<file path="config.mk">
export PLATFORM = sky130hd
export DESIGN_NAME = wsi_wake_irq
export DESIGN_NICKNAME = d
export VERILOG_FILES = /design/src/wsi_pkg.sv /design/src/wsi_rate_tick.sv /design/src/wsi_irq_pad.sv /design/src/wsi_wake_irq.sv
export SDC_FILE = /design/constraint.sdc
export NUM_CORES = 1
export LEC_CHECK = 0
export ABC_AREA = 1
export BUFFER_PORTS_ARGS = -buffer_cell sky130_fd_sc_hd__buf_2
export CORE_MARGIN = 2
export CORE_UTILIZATION = 50
export DETAILED_ROUTE_END_ITERATION = 16
export PLACE_DENSITY_LB_ADDON = 0.05
export SETUP_SLACK_MARGIN = 0.3
export SKIP_LAST_GASP = 1
export SYNTH_ARGS = -nofsm -noshare
export SYNTH_HDL_FRONTEND = slang
export SYNTH_SLANG_ARGS = --single-unit
</file>
<file path="constraint.sdc">
create_clock -name pclk -period 7.11 [get_ports pclk]
set_clock_uncertainty 0.2 [all_clocks]
set_input_delay 0.3555 -clock pclk [delete_from_list [all_inputs] [get_ports pclk]]
set_output_delay 0.3555 -clock pclk [all_outputs]
set_load 0.03 [all_outputs]
</file>
<file path="src/wsi_pkg.sv">
// package: register map, field positions, reset values, rates for the wake/irq config block
package wsi_pkg;
	// register byte offsets on apb
	localparam logic [7:0] WSI_OFF_CFG = 8'h00;
	localparam logic [7:0] WSI_OFF_STATUS = 8'h04;
	localparam logic [7:0] WSI_OFF_CTRL = 8'h08;
	localparam logic [7:0] WSI_OFF_FILL = 8'h0c;
	localparam logic [7:0] WSI_OFF_DATA = 8'h10;
	// config register fields
	localparam int WSI_CFG_GATE = 7;
	localparam int WSI_CFG_TRANS = 6;
	localparam int WSI_CFG_ORIENT = 5;
	localparam int WSI_CFG_PULSE = 4;
	localparam int WSI_CFG_FFMT = 3;
	localparam int WSI_CFG_LEVEL = 1;
	localparam int WSI_CFG_DRIVE = 0;
	localparam logic [7:0] WSI_CFG_RESET = 8'h00;
	localparam logic [7:0] WSI_CFG_MASK = 8'hfb;
	// status register fields
	localparam int WSI_ST_GATE_ERR = 7;
	localparam int WSI_ST_GATED = 2;
	localparam int WSI_ST_MODE_LO = 0;
	// control register fields
	localparam int WSI_CTRL_DR_LO = 0;
	localparam int WSI_CTRL_SLR_LO = 3;
	localparam logic [4:0] WSI_CTRL_RESET = 5'h00;
	// sample buffer
	localparam int WSI_DEPTH = 32;
	localparam int WSI_PTR_W = 5;
	localparam int WSI_CNT_W = 6;
	localparam int WSI_DATA_W = 16;
	// sample period in pclk cycles per data rate; index 0..7 = 800 Hz .. 1.56 Hz
	localparam int WSI_CLK_NS = 50;
	localparam int WSI_RATE_W = 24;
	localparam logic [WSI_RATE_W-1:0] WSI_RATE_CYC [8] = '{
		WSI_RATE_W'(1250000 / WSI_CLK_NS), WSI_RATE_W'(2500000 / WSI_CLK_NS),
		WSI_RATE_W'(5000000 / WSI_CLK_NS), WSI_RATE_W'(10000000 / WSI_CLK_NS),
		WSI_RATE_W'(20000000 / WSI_CLK_NS), WSI_RATE_W'(80000000 / WSI_CLK_NS),
		WSI_RATE_W'(160000000 / WSI_CLK_NS), WSI_RATE_W'(640000000 / WSI_CLK_NS)};
	// sleep rate field 0..3 maps to data-rate index of 50, 12.5, 6.25, 1.56 Hz
	localparam logic [2:0] WSI_SLEEP_IDX [4] = '{3'h4, 3'h5, 3'h6, 3'h7};
	// power modes
	typedef enum logic [1:0] {
		WSI_MODE_STBY = 2'b00,
		WSI_MODE_WAKE = 2'b01,
		WSI_MODE_SLEEP = 2'b10
	} wsi_mode_t;
endpackage

</file>
<file path="src/wsi_rate_tick.sv">
// sample-rate divider: one-cycle tick per selected sample period
`timescale 1ns/1ps
module wsi_rate_tick
	import wsi_pkg::*;
(
	// clock and reset
	input wire logic pclk,
	input wire logic presetn,
	// control
	input wire logic run,
	input wire logic [WSI_RATE_W-1:0] period,
	// tick
	output logic tick
);
	typedef struct packed {
		logic [WSI_RATE_W-1:0] cnt;
		logic tick;
	} wsi_tick_st_t;
	wsi_tick_st_t st_r, st_nxt;
	always_comb begin
		st_nxt = st_r;
		st_nxt.tick = 1'b0;
		if (!run) begin
			st_nxt.cnt = '0;
		end else if (st_r.cnt + 1'b1 >= period) begin
			st_nxt.cnt = '0;
			st_nxt.tick = 1'b1;
		end else begin
			st_nxt.cnt = st_r.cnt + 1'b1;
		end
	end
	always_ff @(posedge pclk or negedge presetn) begin
		if (!presetn) begin
			st_r <= '0;
		end else begin
			st_r <= st_nxt;
		end
	end
	assign tick = st_r.tick;
endmodule

</file>
<file path="src/wsi_irq_pad.sv">
// interrupt pad: polarity and push-pull/open-drain drive, registered
`timescale 1ns/1ps
module wsi_irq_pad (
	// clock and reset
	input wire logic pclk,
	input wire logic presetn,
	// config and event
	input wire logic irq,
	input wire logic level_high,
	input wire logic open_drain,
	// pad
	output logic pad_o,
	output logic pad_oe
);
	typedef struct packed {
		logic o;
		logic oe;
	} wsi_pad_st_t;
	wsi_pad_st_t st_r, st_nxt;
	logic lvl;
	always_comb begin
		lvl = level_high ? irq : ~irq;
		st_nxt.o = lvl;
		// open drain only pulls to the non-idle level when asserted
		st_nxt.oe = open_drain ? irq : 1'b1;
	end
	always_ff @(posedge pclk or negedge presetn) begin
		if (!presetn) begin
			st_r <= 2'b11;
		end else begin
			st_r <= st_nxt;
		end
	end
	assign pad_o = st_r.o;
	assign pad_oe = st_r.oe;
endmodule

</file>
<file path="src/wsi_wake_irq.sv">
// wake-source and interrupt pin config with gated sample buffer, apb slave
`timescale 1ns/1ps
// Behaviour
// - with the gate bit set, any wake/sleep transition blocks new samples until the buffer is empty.
// - while gated, stored samples stay unchanged and arriving samples are discarded.
// - with the gate bit set, a sample arriving into an unemptied gated buffer sets the gate error.
// - the gate error stays set as long as the buffer remains unemptied.
// - the transient wake-source bit lets the transient event wake the system from sleep.
// - the orientation wake-source bit lets the orientation event wake the system from sleep.
// - the pulse wake-source bit lets the pulse event wake the system from sleep.
// - the freefall/motion wake-source bit lets that event wake the system from sleep.
// - the level-select bit makes interrupts active low at 0 and active high at 1.
// - the drive-select bit makes the interrupt pins push-pull at 0 and open-drain at 1.
// - the drive-select bit resets to 0, push-pull.
// - in sleep, the sample rate follows the sleep rate field instead of the data rate.
module wsi_wake_irq
	import wsi_pkg::*;
(
	// apb
	input wire logic pclk,
	input wire logic presetn,
	input wire logic psel,
	input wire logic penable,
	input wire logic pwrite,
	input wire logic [7:0] paddr,
	input wire logic [31:0] pwdata,
	output logic [31:0] prdata,
	output logic pready,
	output logic pslverr,
	// system mode and samples
	input wire logic active,
	input wire logic sleep_enter,
	input wire logic [WSI_DATA_W-1:0] sample,
	// detector events
	input wire logic ev_transient,
	input wire logic ev_orient,
	input wire logic ev_pulse,
	input wire logic ev_ffmt,
	input wire logic irq1,
	input wire logic irq2,
	// outputs
	output logic wake_req,
	output logic sample_tick,
	output logic int1_o,
	output logic int1_oe,
	output logic int2_o,
	output logic int2_oe
);
	typedef struct packed {
		logic [7:0] cfg;
		logic [4:0] ctrl;
		wsi_mode_t mode;
		logic gated;
		logic gate_err;
		logic [WSI_PTR_W-1:0] wr_ptr;
		logic [WSI_PTR_W-1:0] rd_ptr;
		logic [WSI_CNT_W-1:0] fill;
		logic [31:0] prdata;
		logic pready;
		logic pslverr;
		logic wake_req;
		logic tick;
	} wsi_st_t;
	wsi_st_t st_r, st_nxt;
	logic [WSI_DATA_W-1:0] mem [WSI_DEPTH];
	logic tick;
	logic [2:0] rate_idx;
	logic acc;
	logic wr_en;
	logic rd_pop;
	logic push;
	logic wake_ev;
	logic trans;
	wsi_mode_t mode_next;

	// sleep mode overrides the data rate with the sleep rate field
	always_comb begin
		if (st_r.mode == WSI_MODE_SLEEP) begin
			rate_idx = WSI_SLEEP_IDX[st_r.ctrl[WSI_CTRL_SLR_LO +: 2]];
		end else begin
			rate_idx = st_r.ctrl[WSI_CTRL_DR_LO +: 3];
		end
	end

	wsi_rate_tick u_tick (
		.pclk(pclk),
		.presetn(presetn),
		.run(active),
		.period(WSI_RATE_CYC[rate_idx]),
		.tick(tick)
	);

	// only enabled sources may wake from sleep; others are ignored there
	always_comb begin
		wake_ev = (st_r.cfg[WSI_CFG_TRANS] & ev_transient)
			| (st_r.cfg[WSI_CFG_ORIENT] & ev_orient)
			| (st_r.cfg[WSI_CFG_PULSE] & ev_pulse)
			| (st_r.cfg[WSI_CFG_FFMT] & ev_ffmt);
	end

	always_comb begin
		acc = psel & penable & ~st_r.pready;
		wr_en = acc & pwrite;
		rd_pop = acc & ~pwrite & (paddr == WSI_OFF_DATA) & (st_r.fill != '0);
		case (st_r.mode)
			WSI_MODE_STBY: mode_next = active ? WSI_MODE_WAKE : WSI_MODE_STBY;
			WSI_MODE_WAKE: begin
				if (!active) begin
					mode_next = WSI_MODE_STBY;
				end else begin
					mode_next = sleep_enter ? WSI_MODE_SLEEP : WSI_MODE_WAKE;
				end
			end
			WSI_MODE_SLEEP: begin
				if (!active) begin
					mode_next = WSI_MODE_STBY;
				end else begin
					mode_next = wake_ev ? WSI_MODE_WAKE : WSI_MODE_SLEEP;
				end
			end
			default: mode_next = WSI_MODE_STBY;
		endcase
		trans = ((st_r.mode == WSI_MODE_WAKE) && (mode_next == WSI_MODE_SLEEP))
			|| ((st_r.mode == WSI_MODE_SLEEP) && (mode_next == WSI_MODE_WAKE));
		// gated buffer drops arriving samples; stored ones stay put
		push = tick & ~st_r.gated & (st_r.fill != WSI_CNT_W'(WSI_DEPTH));
	end

	always_comb begin
		st_nxt = st_r;
		st_nxt.pready = acc;
		st_nxt.pslverr = 1'b0;
		st_nxt.tick = tick;
		st_nxt.mode = mode_next;
		st_nxt.wake_req = (st_r.mode == WSI_MODE_SLEEP) & wake_ev;
		if (wr_en) begin
			case (paddr)
				WSI_OFF_CFG: st_nxt.cfg = pwdata[7:0] & WSI_CFG_MASK;
				WSI_OFF_CTRL: st_nxt.ctrl = pwdata[4:0];
				WSI_OFF_STATUS, WSI_OFF_FILL, WSI_OFF_DATA: st_nxt.pslverr = 1'b0;
				default: st_nxt.pslverr = 1'b1;
			endcase
		end
		if (acc && !pwrite) begin
			st_nxt.prdata = '0;
			case (paddr)
				WSI_OFF_CFG: st_nxt.prdata[7:0] = st_r.cfg;
				WSI_OFF_STATUS: begin
					st_nxt.prdata[WSI_ST_GATE_ERR] = st_r.gate_err;
					st_nxt.prdata[WSI_ST_GATED] = st_r.gated;
					st_nxt.prdata[WSI_ST_MODE_LO +: 2] = st_r.mode;
				end
				WSI_OFF_CTRL: st_nxt.prdata[4:0] = st_r.ctrl;
				WSI_OFF_FILL: st_nxt.prdata[WSI_CNT_W-1:0] = st_r.fill;
				WSI_OFF_DATA: begin
					if (st_r.fill != '0) begin
						st_nxt.prdata[WSI_DATA_W-1:0] = mem[st_r.rd_ptr];
					end
				end
				default: st_nxt.pslverr = 1'b1;
			endcase
		end
		if (push) begin
			st_nxt.wr_ptr = st_r.wr_ptr + 1'b1;
		end
		if (rd_pop) begin
			st_nxt.rd_ptr = st_r.rd_ptr + 1'b1;
		end
		st_nxt.fill = st_r.fill + WSI_CNT_W'(push) - WSI_CNT_W'(rd_pop);
		if (st_r.gated && (st_nxt.fill == '0)) begin
			// emptied: release gate and error together
			st_nxt.gated = 1'b0;
			st_nxt.gate_err = 1'b0;
		end else if (st_r.gated && tick) begin
			st_nxt.gate_err = 1'b1;
		end
		// a transition with samples still stored closes the gate
		if (st_r.cfg[WSI_CFG_GATE] && trans && (st_nxt.fill != '0)) begin
			st_nxt.gated = 1'b1;
		end
	end

	always_ff @(posedge pclk) begin
		if (push) begin
			mem[st_r.wr_ptr] <= sample;
		end
	end

	always_ff @(posedge pclk or negedge presetn) begin
		if (!presetn) begin
			st_r <= '0;
			st_r.cfg <= WSI_CFG_RESET;
			st_r.ctrl <= WSI_CTRL_RESET;
			st_r.mode <= WSI_MODE_STBY;
		end else begin
			st_r <= st_nxt;
		end
	end

	wsi_irq_pad u_pad1 (
		.pclk(pclk),
		.presetn(presetn),
		.irq(irq1),
		.level_high(st_r.cfg[WSI_CFG_LEVEL]),
		.open_drain(st_r.cfg[WSI_CFG_DRIVE]),
		.pad_o(int1_o),
		.pad_oe(int1_oe)
	);

	wsi_irq_pad u_pad2 (
		.pclk(pclk),
		.presetn(presetn),
		.irq(irq2),
		.level_high(st_r.cfg[WSI_CFG_LEVEL]),
		.open_drain(st_r.cfg[WSI_CFG_DRIVE]),
		.pad_o(int2_o),
		.pad_oe(int2_oe)
	);

	assign prdata = st_r.prdata;
	assign pready = st_r.pready;
	assign pslverr = st_r.pslverr;
	assign wake_req = st_r.wake_req;
	assign sample_tick = st_r.tick;
endmodule

</file>
Yosys cells after proc, flatten, opt, wreduce, memory -nomap -nowiden
Memories as Yosys holds them, arrays and structs flattened.
Index checks and enable logic that the tools add are counted.
{"block": "word_totals", "latch_bits": 0, "mem_count": 2, "romBits": 192, "reg_bits": 81, "mem_bits_rw": 512}
{"block": "op_classes", "order_cmp": 3, "shift": 0, "addsub": 5, "n_div": 0, "reduce_logical": 19, "n_eq_ne": 9, "n_mul": 0, "bitwise": 23, "mux": 37}
{"memory": "mem", "depth": 32, "word_bits": 16, "rd": 1, "rd_ports_with_merged_regs": 0, "wr": 1, "line": "wsi_wake_irq.sv:65", "rtl": "logic [WSI_DATA_W-1:0] mem [WSI_DEPTH];"}
{"memory": "(no name shown)", "depth": 8, "word_bits": 24, "rd": 1, "rd_ports_with_merged_regs": 0, "wr": 0, "line": "wsi_wake_irq.sv:89", "rtl": ".period(WSI_RATE_CYC[rate_idx]),"}
{"op": "$mux 24", "count": 4}
{"op": "$add 24x1->24 const B", "count": 1}
{"op": "$ge 24x24->1", "count": 1}
{"op": "$mux 1", "count": 17}
{"op": "$eq 8x4->1 const B", "count": 2}
{"op": "$mux 16", "count": 1}
{"op": "$pmux 3 s5", "count": 1}
{"op": "$and 1x1->1", "count": 13}
{"op": "$reduce_bool 6->1", "count": 2}
{"op": "$add 5x1->5 const B", "count": 2}
{"op": "$mux 3", "count": 3}
{"op": "$eq 8x3->1 const B", "count": 1}
{"op": "$eq 8x5->1 const B", "count": 1}
{"op": "$logic_not 8->1", "count": 1}
{"op": "$mux 2", "count": 4}
{"op": "$mux 8", "count": 1}
{"op": "$pmux 2 s4", "count": 1}
{"op": "$logic_and 1x1->1", "count": 7}
{"op": "$add 6x1->6", "count": 1}
{"op": "$bmux 3 s2", "count": 1}
{"op": "$logic_not 6->1", "count": 1}
{"op": "$ne 6x6->1 const B", "count": 1}
{"op": "$pmux 1 s3", "count": 2}
{"op": "$pmux 2 s3", "count": 1}
{"op": "16 further kinds", "count": 26}

Longest topological paths before layout
Gate-level depths: netlist of run 1.
{"block": "logic_depth", "ltp_word": 13, "depth_mapped": 20, "depth_no_buf": 19}

Hierarchy
Synthesis of run 1 repeated with hierarchy kept, for this count alone.
{"block": "hier_totals", "hier_cells": 2510, "area_unflattened_um2": 26366.5}
{"module": "wsi_wake_irq", "n_inst": 1, "seq_area_each_um2": 16676.0, "cells_per_inst": 2167, "area_each_um2": 24009.3}
{"module": "wsi_rate_tick", "n_inst": 1, "seq_area_each_um2": 625.6, "cells_per_inst": 327, "area_each_um2": 2207.1}
{"module": "wsi_irq_pad", "n_inst": 2, "seq_area_each_um2": 52.6, "cells_per_inst": 8, "area_each_um2": 75.1}

Least setup slack after synthesis of run 1
OpenSTA, ideal clock, no wires.
{"block": "synth_timing", "kind": "register to register", "from": "reg st_r[55] (netlist bit)", "to": "reg u_tick.st_r[22] (netlist bit)", "period_less_slack_ns": 3.137, "required_time_ns": 6.789, "t_arrival_ns": 2.815, "path_slack_ns": 3.973, "setup_time_ns": 0.121, "path_stages_with_launch": 17, "cell_sequence": "dfrtp_1 -> inv_1 -> nor2_1 -> inv_1 -> o21ai_0 -> inv_1 -> ha_1 -> or2_2 -> ha_1 -> nand2_1 -> nor3_1 -> nand3_1 -> nor2_1 -> o21ai_0 -> nand4_1 -> buf_2 -> nor2_1"}
{"item": "from (decl)", "line": "wsi_wake_irq.sv:64", "rtl": "wsi_st_t st_r, st_nxt;"}
{"item": "from (signal assigned)", "line": "wsi_wake_irq.sv:196", "rtl": "st_r <= st_nxt;"}
{"item": "to (signal assigned)", "line": "wsi_rate_tick.sv:36", "rtl": "st_r <= st_nxt;"}
{"item": "to (decl)", "line": "wsi_rate_tick.sv:19", "rtl": "wsi_tick_st_t st_r, st_nxt;"}

==> results of run 1 <==
-- where the power goes --
group          internal (mW)  total (mW)  switching [mW]
sequential              3.80        3.82          0.0131
combinational          0.107       0.361           0.254
clock                   1.91        3.28            1.36
-- cell families after synthesis --
| family | Yosys count | share of synthesized area |
|---|---|---|
| simple gates | 1152 | 0.181 |
| flops | 593 | 0.664 |
| buf+inv | 366 | 0.0665 |
| compound gates | 267 | 0.0553 |
| fa+ha+maj | 42 | 0.0203 |
| xor+xnor | 32 | 0.0107 |
| mux | 3 | 0.00129 |
| other cells | 1 | 0.000143 |
-- stage by stage --
stage	hold slack (ns)	area, sq um	std cells	total power, mW
5_1_grt	0.0488	29200	3256	7.70
2_1_floorplan	-0.140	26300	2471	4.12
6_report	0.0472	29200	3256	7.45
4_1_cts	0.0252	29200	3256	7.52
3_5_place_dp	0.0868	26900	3118	4.24
3_3_place_gp	0.0840	26900	3118	4.23
-- flip-flops by register name, summed over array words and instances (netlist names) --
signal	cells
u_pad1.pad_o	1
sample_tick	1
mem	512
u_pad2.pad_oe	1
u_tick.st_r	24
wake_req	1
u_pad1.pad_oe	1
u_tick.tick	1
prdata	16
st_r	32
u_pad2.pad_o	1
pready	1
pslverr	1
-- Yosys cell counts (all sizes together) (3+ instances only) --
cell,n
inv,218
buf,119
dfstp,4
o211ai,33
nand3b,3
nand4,13
edfxtp,512
nand3,227
clkbuf,27
dfrtp,77
or2,10
xor2,25
xnor2,7
mux2,3
nor2,319
ha,41
nor3,14
o22ai,22
a21oi,45
o21ai,165
nand2,565
-- final timing paths --
kind	cells after the start	endpoint	slack, ns	start
min	3	u_tick.st_r[6]	0.05	active
min reg2reg	1	pready	0.24	pready
max reg2reg	16	u_tick.tick	2.80	st_r[55]
max in group asynchronous	4	st_r[43]	4.95	presetn
min in group asynchronous	3	u_tick.st_r[24]	0.54	presetn
max	16	u_tick.tick	2.80	st_r[55]
-- area by class of cell --
class | instances | area, sq um
Timing Repair Buffer | 135 | 926
Tap cell | 680 | 851
Sequential cell | 593 | 17400
Inverter | 220 | 832
Fill cell | 4388 | 22400
Clock buffer | 93 | 1870
Clock inverter | 23 | 210
Multi-Input combinational cell | 1512 | 7110
-- worst max-delay path, stage by stage (launching register included) --
cell and delay, ns:
dfrtp_1 0.39, inv_1 0.07, nor2_1 0.36, inv_1 0.10, o21ai_0 0.47, inv_1 0.15
ha_1 0.26, or2_2 0.31, ha_1 0.27, nand2_1 0.08, nor3_1 0.06, nand3_1 0.09
nor2_1 0.05, o21ai_0 0.08, nand4_1 0.88, nand2_1 0.29, inv_1 0.07
-- layout by cell type, fill, tap and decap left out, types with 7 or more instances in the layout --
cell and n:
clkbuf_1 18, a21oi_1 45, xnor2_1 7, o211ai_1 33, o22ai_1 22, nand2_1 563, nand3_1 227, xor2_1 25
o21ai_1 22, o21ai_0 143, dfrtp_1 75, nor3_1 13, inv_1 212, clkbuf_8 7, clkinv_2 8, nor2_1 312
conb_1 16, ha_1 41, clkbuf_16 68, edfxtp_1 512, dlygate4sd3_1 22, clkinv_1 8, nand4_1 13, buf_4 44
or2_2 8, buf_2 67
-- metal layers --
layer,share of wire,routed length (um),GRT usage
met1,0.42,27100,0.309
met2,0.50,31900,0.413
met3,0.047,3030,0.0339
met4,0.036,2300,0.0936
met5,0,0,0
-- timing repair --
| action | in CTS | in global routing |
|---|---|---|
| setup buffers | 0 | 0 |
| endpoints found under the hold margin | 53 | 0 |
| hold buffers | 22 | 0 |
| endpoints found under the setup margin | 0 | 0 |
==> results.txt, run 1 <==
----------------------------------------------------
[Final layout]
  Net total in the final layout ... 2639
  Synth-to-layout area growth ... 11.5%
  Fraction of layout instances using a drive strength above 1 ... 0.0928
  Utilization after layout ... 0.566
  Count of antenna diodes in the layout ... 0

[Global routing]
  Number of global-route vias before repair ... 16500
  Antenna violations before repair ... 0
  Total overflow reported by the global router ... 0
  Pin count of the biggest net entering global routing ... 197
  First-pass GRT wire length ... 97100 um
  Total routing usage reported by global routing ... 0.240

[Timing]
  Number of max-slew violations in the final report ... 0
  Share of the clock period used by the worst path after layout ... 0.606
  Setup violations, final ... 0
  Maximum achievable frequency ... 232 MHz
  Minimum setup slack in the final design ... 2.80 ns
  Number of hold violations in the final report ... 0
  Worst Tran Pin Value ... 1.12 ns
  Relative slew slack ... 0.249
  Unrepaired setup endpoints after global routing ... false
  Setup tns final ... 0 ns
  Shortest period the worst path allows ... 4.31 ns

[Detailed routing]
  Drt first pass iters ... 5
  Number of DRC violations after detailed routing ... 0
  DRT iter0 DRCs ... 1418
  Wire length reported by the detailed router ... 64300 um
  Via count ... 17400
  Avg WL per Cell ... 19.8 um
  Antenna Violating Nets Remaining ... 0
  Via-per-instance ratio ... 5.33

[Worst setup path]
  Max FO, Critical Path ... 25
  WP data arrival ... 4.58 ns
  Kind of critical path ... flop to flop
  CP endpoint kind ... flop
  Crit path required time ... 7.38 ns
  Launching element type of the critical path ... flop

[Placed design]
  Port buffer count ... 68
  Dpl hpwl ... 37900 um
  Setup slack after placement ... 2.80 ns
  Routability congestion estimate from global placement ... 0.861

[Floorplan]
  Area of the die ... 0.0543 sq mm
  Die extent in x ... 233 um
  Number of placed I/O pins ... 109
  Core ar. ... 0.0516 sq mm
  Number of core rows ... 83
  Die height ... 233 um
  Effective utilization at floorplan ... 0.508

[Yosys]
  Synthesized cell area ... 0.0262 sq mm
  Average cell area after synthesis ... 10.7 sq um
  Area contributors post-synth ... edfxtp_1 59%, nand2_1 8.1%, dfrtp_1 7.4%, nor2_1 4.5%, nand3_1 4.3%
  Post-synth EDFFs ... 512
  Count of mapped cells out of synthesis ... 2456
  Most instantiated flip-flop cell in the synthesis netlist ... edfxtp_1
  Number of unique standard cell types used by synthesis ... 40
  Area share of the largest cell type after synthesis ... 0.587
  Total of warnings raised by yosys ... 0
  Number of synthesized register bits ... 593
  Cell type contributing the most total cell area after synthesis ... edfxtp_1
  Fraction of synthesis flops using an asynchronous set or reset pin ... 0.137
  Fraction of the yosys area taken by sequential cells ... 0.664

[Power]
  PD cells ... 255 mW/mm^2
  Maximum resistive drop on vdd ... 0.209 mV
  Pleak ... 11.6 nW

[Run status]
  Result of the run ... finished clean

[Clock tree]
  Clock root buffer master ... clkbuf_16
  Deepest clock path buffer count ... 3
  Clock tree from TritonCTS ... yes
  TritonCTS Buffers ... 66
  Clock-pin slew on the worst setup and hold paths ... 0.06 ns
  Clock sinks ... 593
  Number of levels the H-tree was split into ... 3
  Post_cts resized ... 0
  Worst-skew pair later-pin latency ... 0.60 ns

[Min path]
  Class of the tightest hold or removal check ... input port to flop

[Run]
  Max-capacitance violation count ... 0

----------------------------------------------------
Note: power is estimated with default switching activity, not from simulation.
==> run 2, diff against run 1 <==
==> constraint.sdc (replaced) <==
create_clock -name pclk -period 4 [get_ports pclk]
set_clock_uncertainty 0.2 [all_clocks]
set_input_delay 0.2 -clock pclk [delete_from_list [all_inputs] [get_ports pclk]]
set_output_delay 0.2 -clock pclk [all_outputs]
set_load 0.03 [all_outputs]
==> run 2 against run 1 <==
  * Critical path type is now input port to flop
  * Critical endpoint is now st_r[52]
  * Die area stayed put
  * Utilization increased by 0.64 points
  * Flip-flop and latch count unchanged
  * Wire length grew 2.3%
==> results.txt, run 2 (same netlist as run 1, synthesis figures left out) <==
----------------------------------------------------
[Detailed routing]
  DRT iter0 DRCs ... 1392
  Drt first pass iters ... 6
  Wire length reported by the detailed router ... 65800 um
  Via count ... 17400
  Via-per-instance ratio ... 5.27
  Number of DRC violations after detailed routing ... 0
  Antenna Violating Nets Remaining ... 0
  Avg WL per Cell ... 19.9 um

[Final layout]
  Fraction of layout instances using a drive strength above 1 ... 0.0981
  Count of antenna diodes in the layout ... 0
  Net total in the final layout ... 2678
  Final instance area ... 0.0295 sq mm
  Multi-input logic area ... 0.00711 sq mm
  Biggest register ... mem
  Storage cell area ... 0.0174 sq mm
  Synth-to-layout area growth ... 12.7%
  Leading cell type in the layout, fill and taps excluded ... nand2_1
  Utilization after layout ... 0.572
  Fillers ... 4339
  Most used cells in the layout excluding fill and tap cells ... 563 x nand2_1, 512 x edfxtp_1, 312 x nor2_1
  Number of flip-flops under the largest register name ... 512
  Largest registers in the final layout ... mem: 512 flops, st_r: 32 flops, u_tick.st_r: 24 flops

[Worst setup path]
  WP data arrival ... 3.85 ns
  CP endpoint kind ... flop
  Max FO, Critical Path ... 3
  Crit path required time ... 4.31 ns
  Kind of critical path ... input port to flop
  Worst reg2reg path depth ... 18
  Launch instance of the worst register-to-register path ... st_r[55]
  Setup crit start ... paddr[1]
  Worst r2r dst ... u_tick.st_r[18]
  Launching element type of the critical path ... input port
  Register-to-register path setup slack ... 0.66 ns

[Min path]
  Hold-critical path depth ... 5
  Class of the tightest hold or removal check ... input port to flop
  Critical hold path startpoint ... paddr[4]
  Endpoint of the worst hold path ... prdata[6]

[Global routing]
  Antenna violations before repair ... 0
  Number of global-route vias before repair ... 16900
  Pin count of the biggest net entering global routing ... 171
  First-pass GRT wire length ... 100000 um
  Total overflow reported by the global router ... 0
  Total routing usage reported by global routing ... 0.246

[Timing]
  Share of the clock period used by the worst path after layout ... 0.885
  Relative slew slack ... 0.258
  Maximum achievable frequency ... 283 MHz
  Worst Tran Pin Value ... 1.11 ns
  Unrepaired setup endpoints after global routing ... false
  Setup tns final ... 0 ns
  Number of hold violations in the final report ... 0
  Setup violations, final ... 0
  Number of max-slew violations in the final report ... 0
  Shortest period the worst path allows ... 3.54 ns
  Minimum setup slack in the final design ... 0.460 ns

[Power]
  PD cells ... 440 mW/mm^2
  Overall power after layout ... 13.0 mW
  Maximum resistive drop on vdd ... 0.371 mV
  Pleak ... 11.7 nW

[Clock tree]
  Clock root buffer master ... clkbuf_16
  Clock tree from TritonCTS ... yes
  Clock sinks ... 593
  Worst-skew pair later-pin latency ... 0.62 ns
  Deepest clock path buffer count ... 3
  Clock-pin slew on the worst setup and hold paths ... 0.06 ns
  TritonCTS Buffers ... 61
  Number of post-CTS setup repair buffers ... 0
  Number of levels the H-tree was split into ... 2

[Placed design]
  Post-place instance area ... 0.0271 sq mm
  Port buffer count ... 68
  Setup slack after placement ... 0.591 ns
  Routability congestion estimate from global placement ... 0.849
  Dpl hpwl ... 39000 um

[Floorplan]
  Core ar. ... 0.0516 sq mm
  Number of placed I/O pins ... 109
  Die extent in x ... 233 um
  Die height ... 233 um
  Effective utilization at floorplan ... 0.508
  Area of the die ... 0.0543 sq mm
  Number of core rows ... 83

[Run]
  Max-capacitance violation count ... 0

[Run status]
  Result of the run ... finished clean

----------------------------------------------------
## run 2: cell count changes in the layout (fill, tap and decap cells not counted), moves of 2 or more
| cell | before | now |
|---|---|---|
| buf_12 | 2 | 5 |
| buf_4 | 44 | 60 |
| bufinv_16 | 2 | 4 |
| clkbuf_1 | 18 | 16 |
| clkbuf_16 | 68 | 63 |
| clkbuf_8 | 7 | 3 |
| clkinv_1 | 8 | 13 |
| clkinv_2 | 8 | 12 |
| clkinvlp_4 | 2 | 5 |
| dlygate4sd3_1 | 22 | 46 |
| inv_16 | 2 | 0 |
## run 2: area by class of cell
class | count | area share
multi-input cells | 1512 | 0.241
clock inverters | 34 | 0.00932
repair buffers | 179 | 0.0465
inverters | 220 | 0.0283
flip-flops and latches | 593 | 0.589
well taps | 680 | 0.0288
clock buffers | 82 | 0.0568
## run 2: timing repair
item                                   in CTS  in global routing
setup endpoints to repair                   0                 26
gates resized for setup                     0                  4
hold buffers                               47                  0
endpoints found under the hold margin     605                  0
## run 2: worst max-delay path by stage
stage	endpoint	cells past startpoint	slack [ns]
floorplan	u_tick.st_r[22]	16	0.86
global placement	u_tick.st_r[19]	17	0.66
global route	st_r[52]	21	0.32
detailed placement	u_tick.st_r[19]	16	0.59
finish	st_r[52]	20	0.46
CTS	st_r[52]	20	0.42
## run 2: metal layers
layer	share of wire	track usage	vias to the layer above
met4	0.024	0.0669	0
met1	0.43	0.329	8446
met3	0.045	0.0317	95
met5	0	0	-
li1	-	-	8462
met2	0.50	0.426	397
## run 2: critical path: stages
cell and delay (ns):
dlygate4sd3_1 0.53, buf_2 0.13, nor2_1 0.09, nand2_1 0.10, dlygate4sd3_1 0.59, nor2_2 0.11
nand2_1 0.10, inv_1 0.08, nand3b_2 0.11, nor2_4 0.12, ha_1 0.23, inv_1 0.06
ha_1 0.23, fa_1 0.47, nor3_1 0.26, nand2_1 0.09, nor2_1 0.15, nand3_1 0.09
nand2_1 0.06, inv_1 0.03
## run 2: stage by stage
| stage | std cells | hold WS [ns] |
|---|---|---|
| 2_1_floorplan | 2471 | -0.296 |
| 3_3_place_gp | 3137 | 0.0878 |
| 3_5_place_dp | 3137 | 0.0958 |
| 4_1_cts | 3300 | 0.0181 |
| 5_1_grt | 3300 | 0.0558 |
| 6_report | 3300 | 0.0415 |
## run 2: report_power, final
group	leakage, nW	switching, mW	internal [mW]
Sequential	5.67	0.0213	6.76
Combinational	5.13	0.465	0.211
Clock	0.945	2.35	3.19
Total	11.7	2.84	10.2
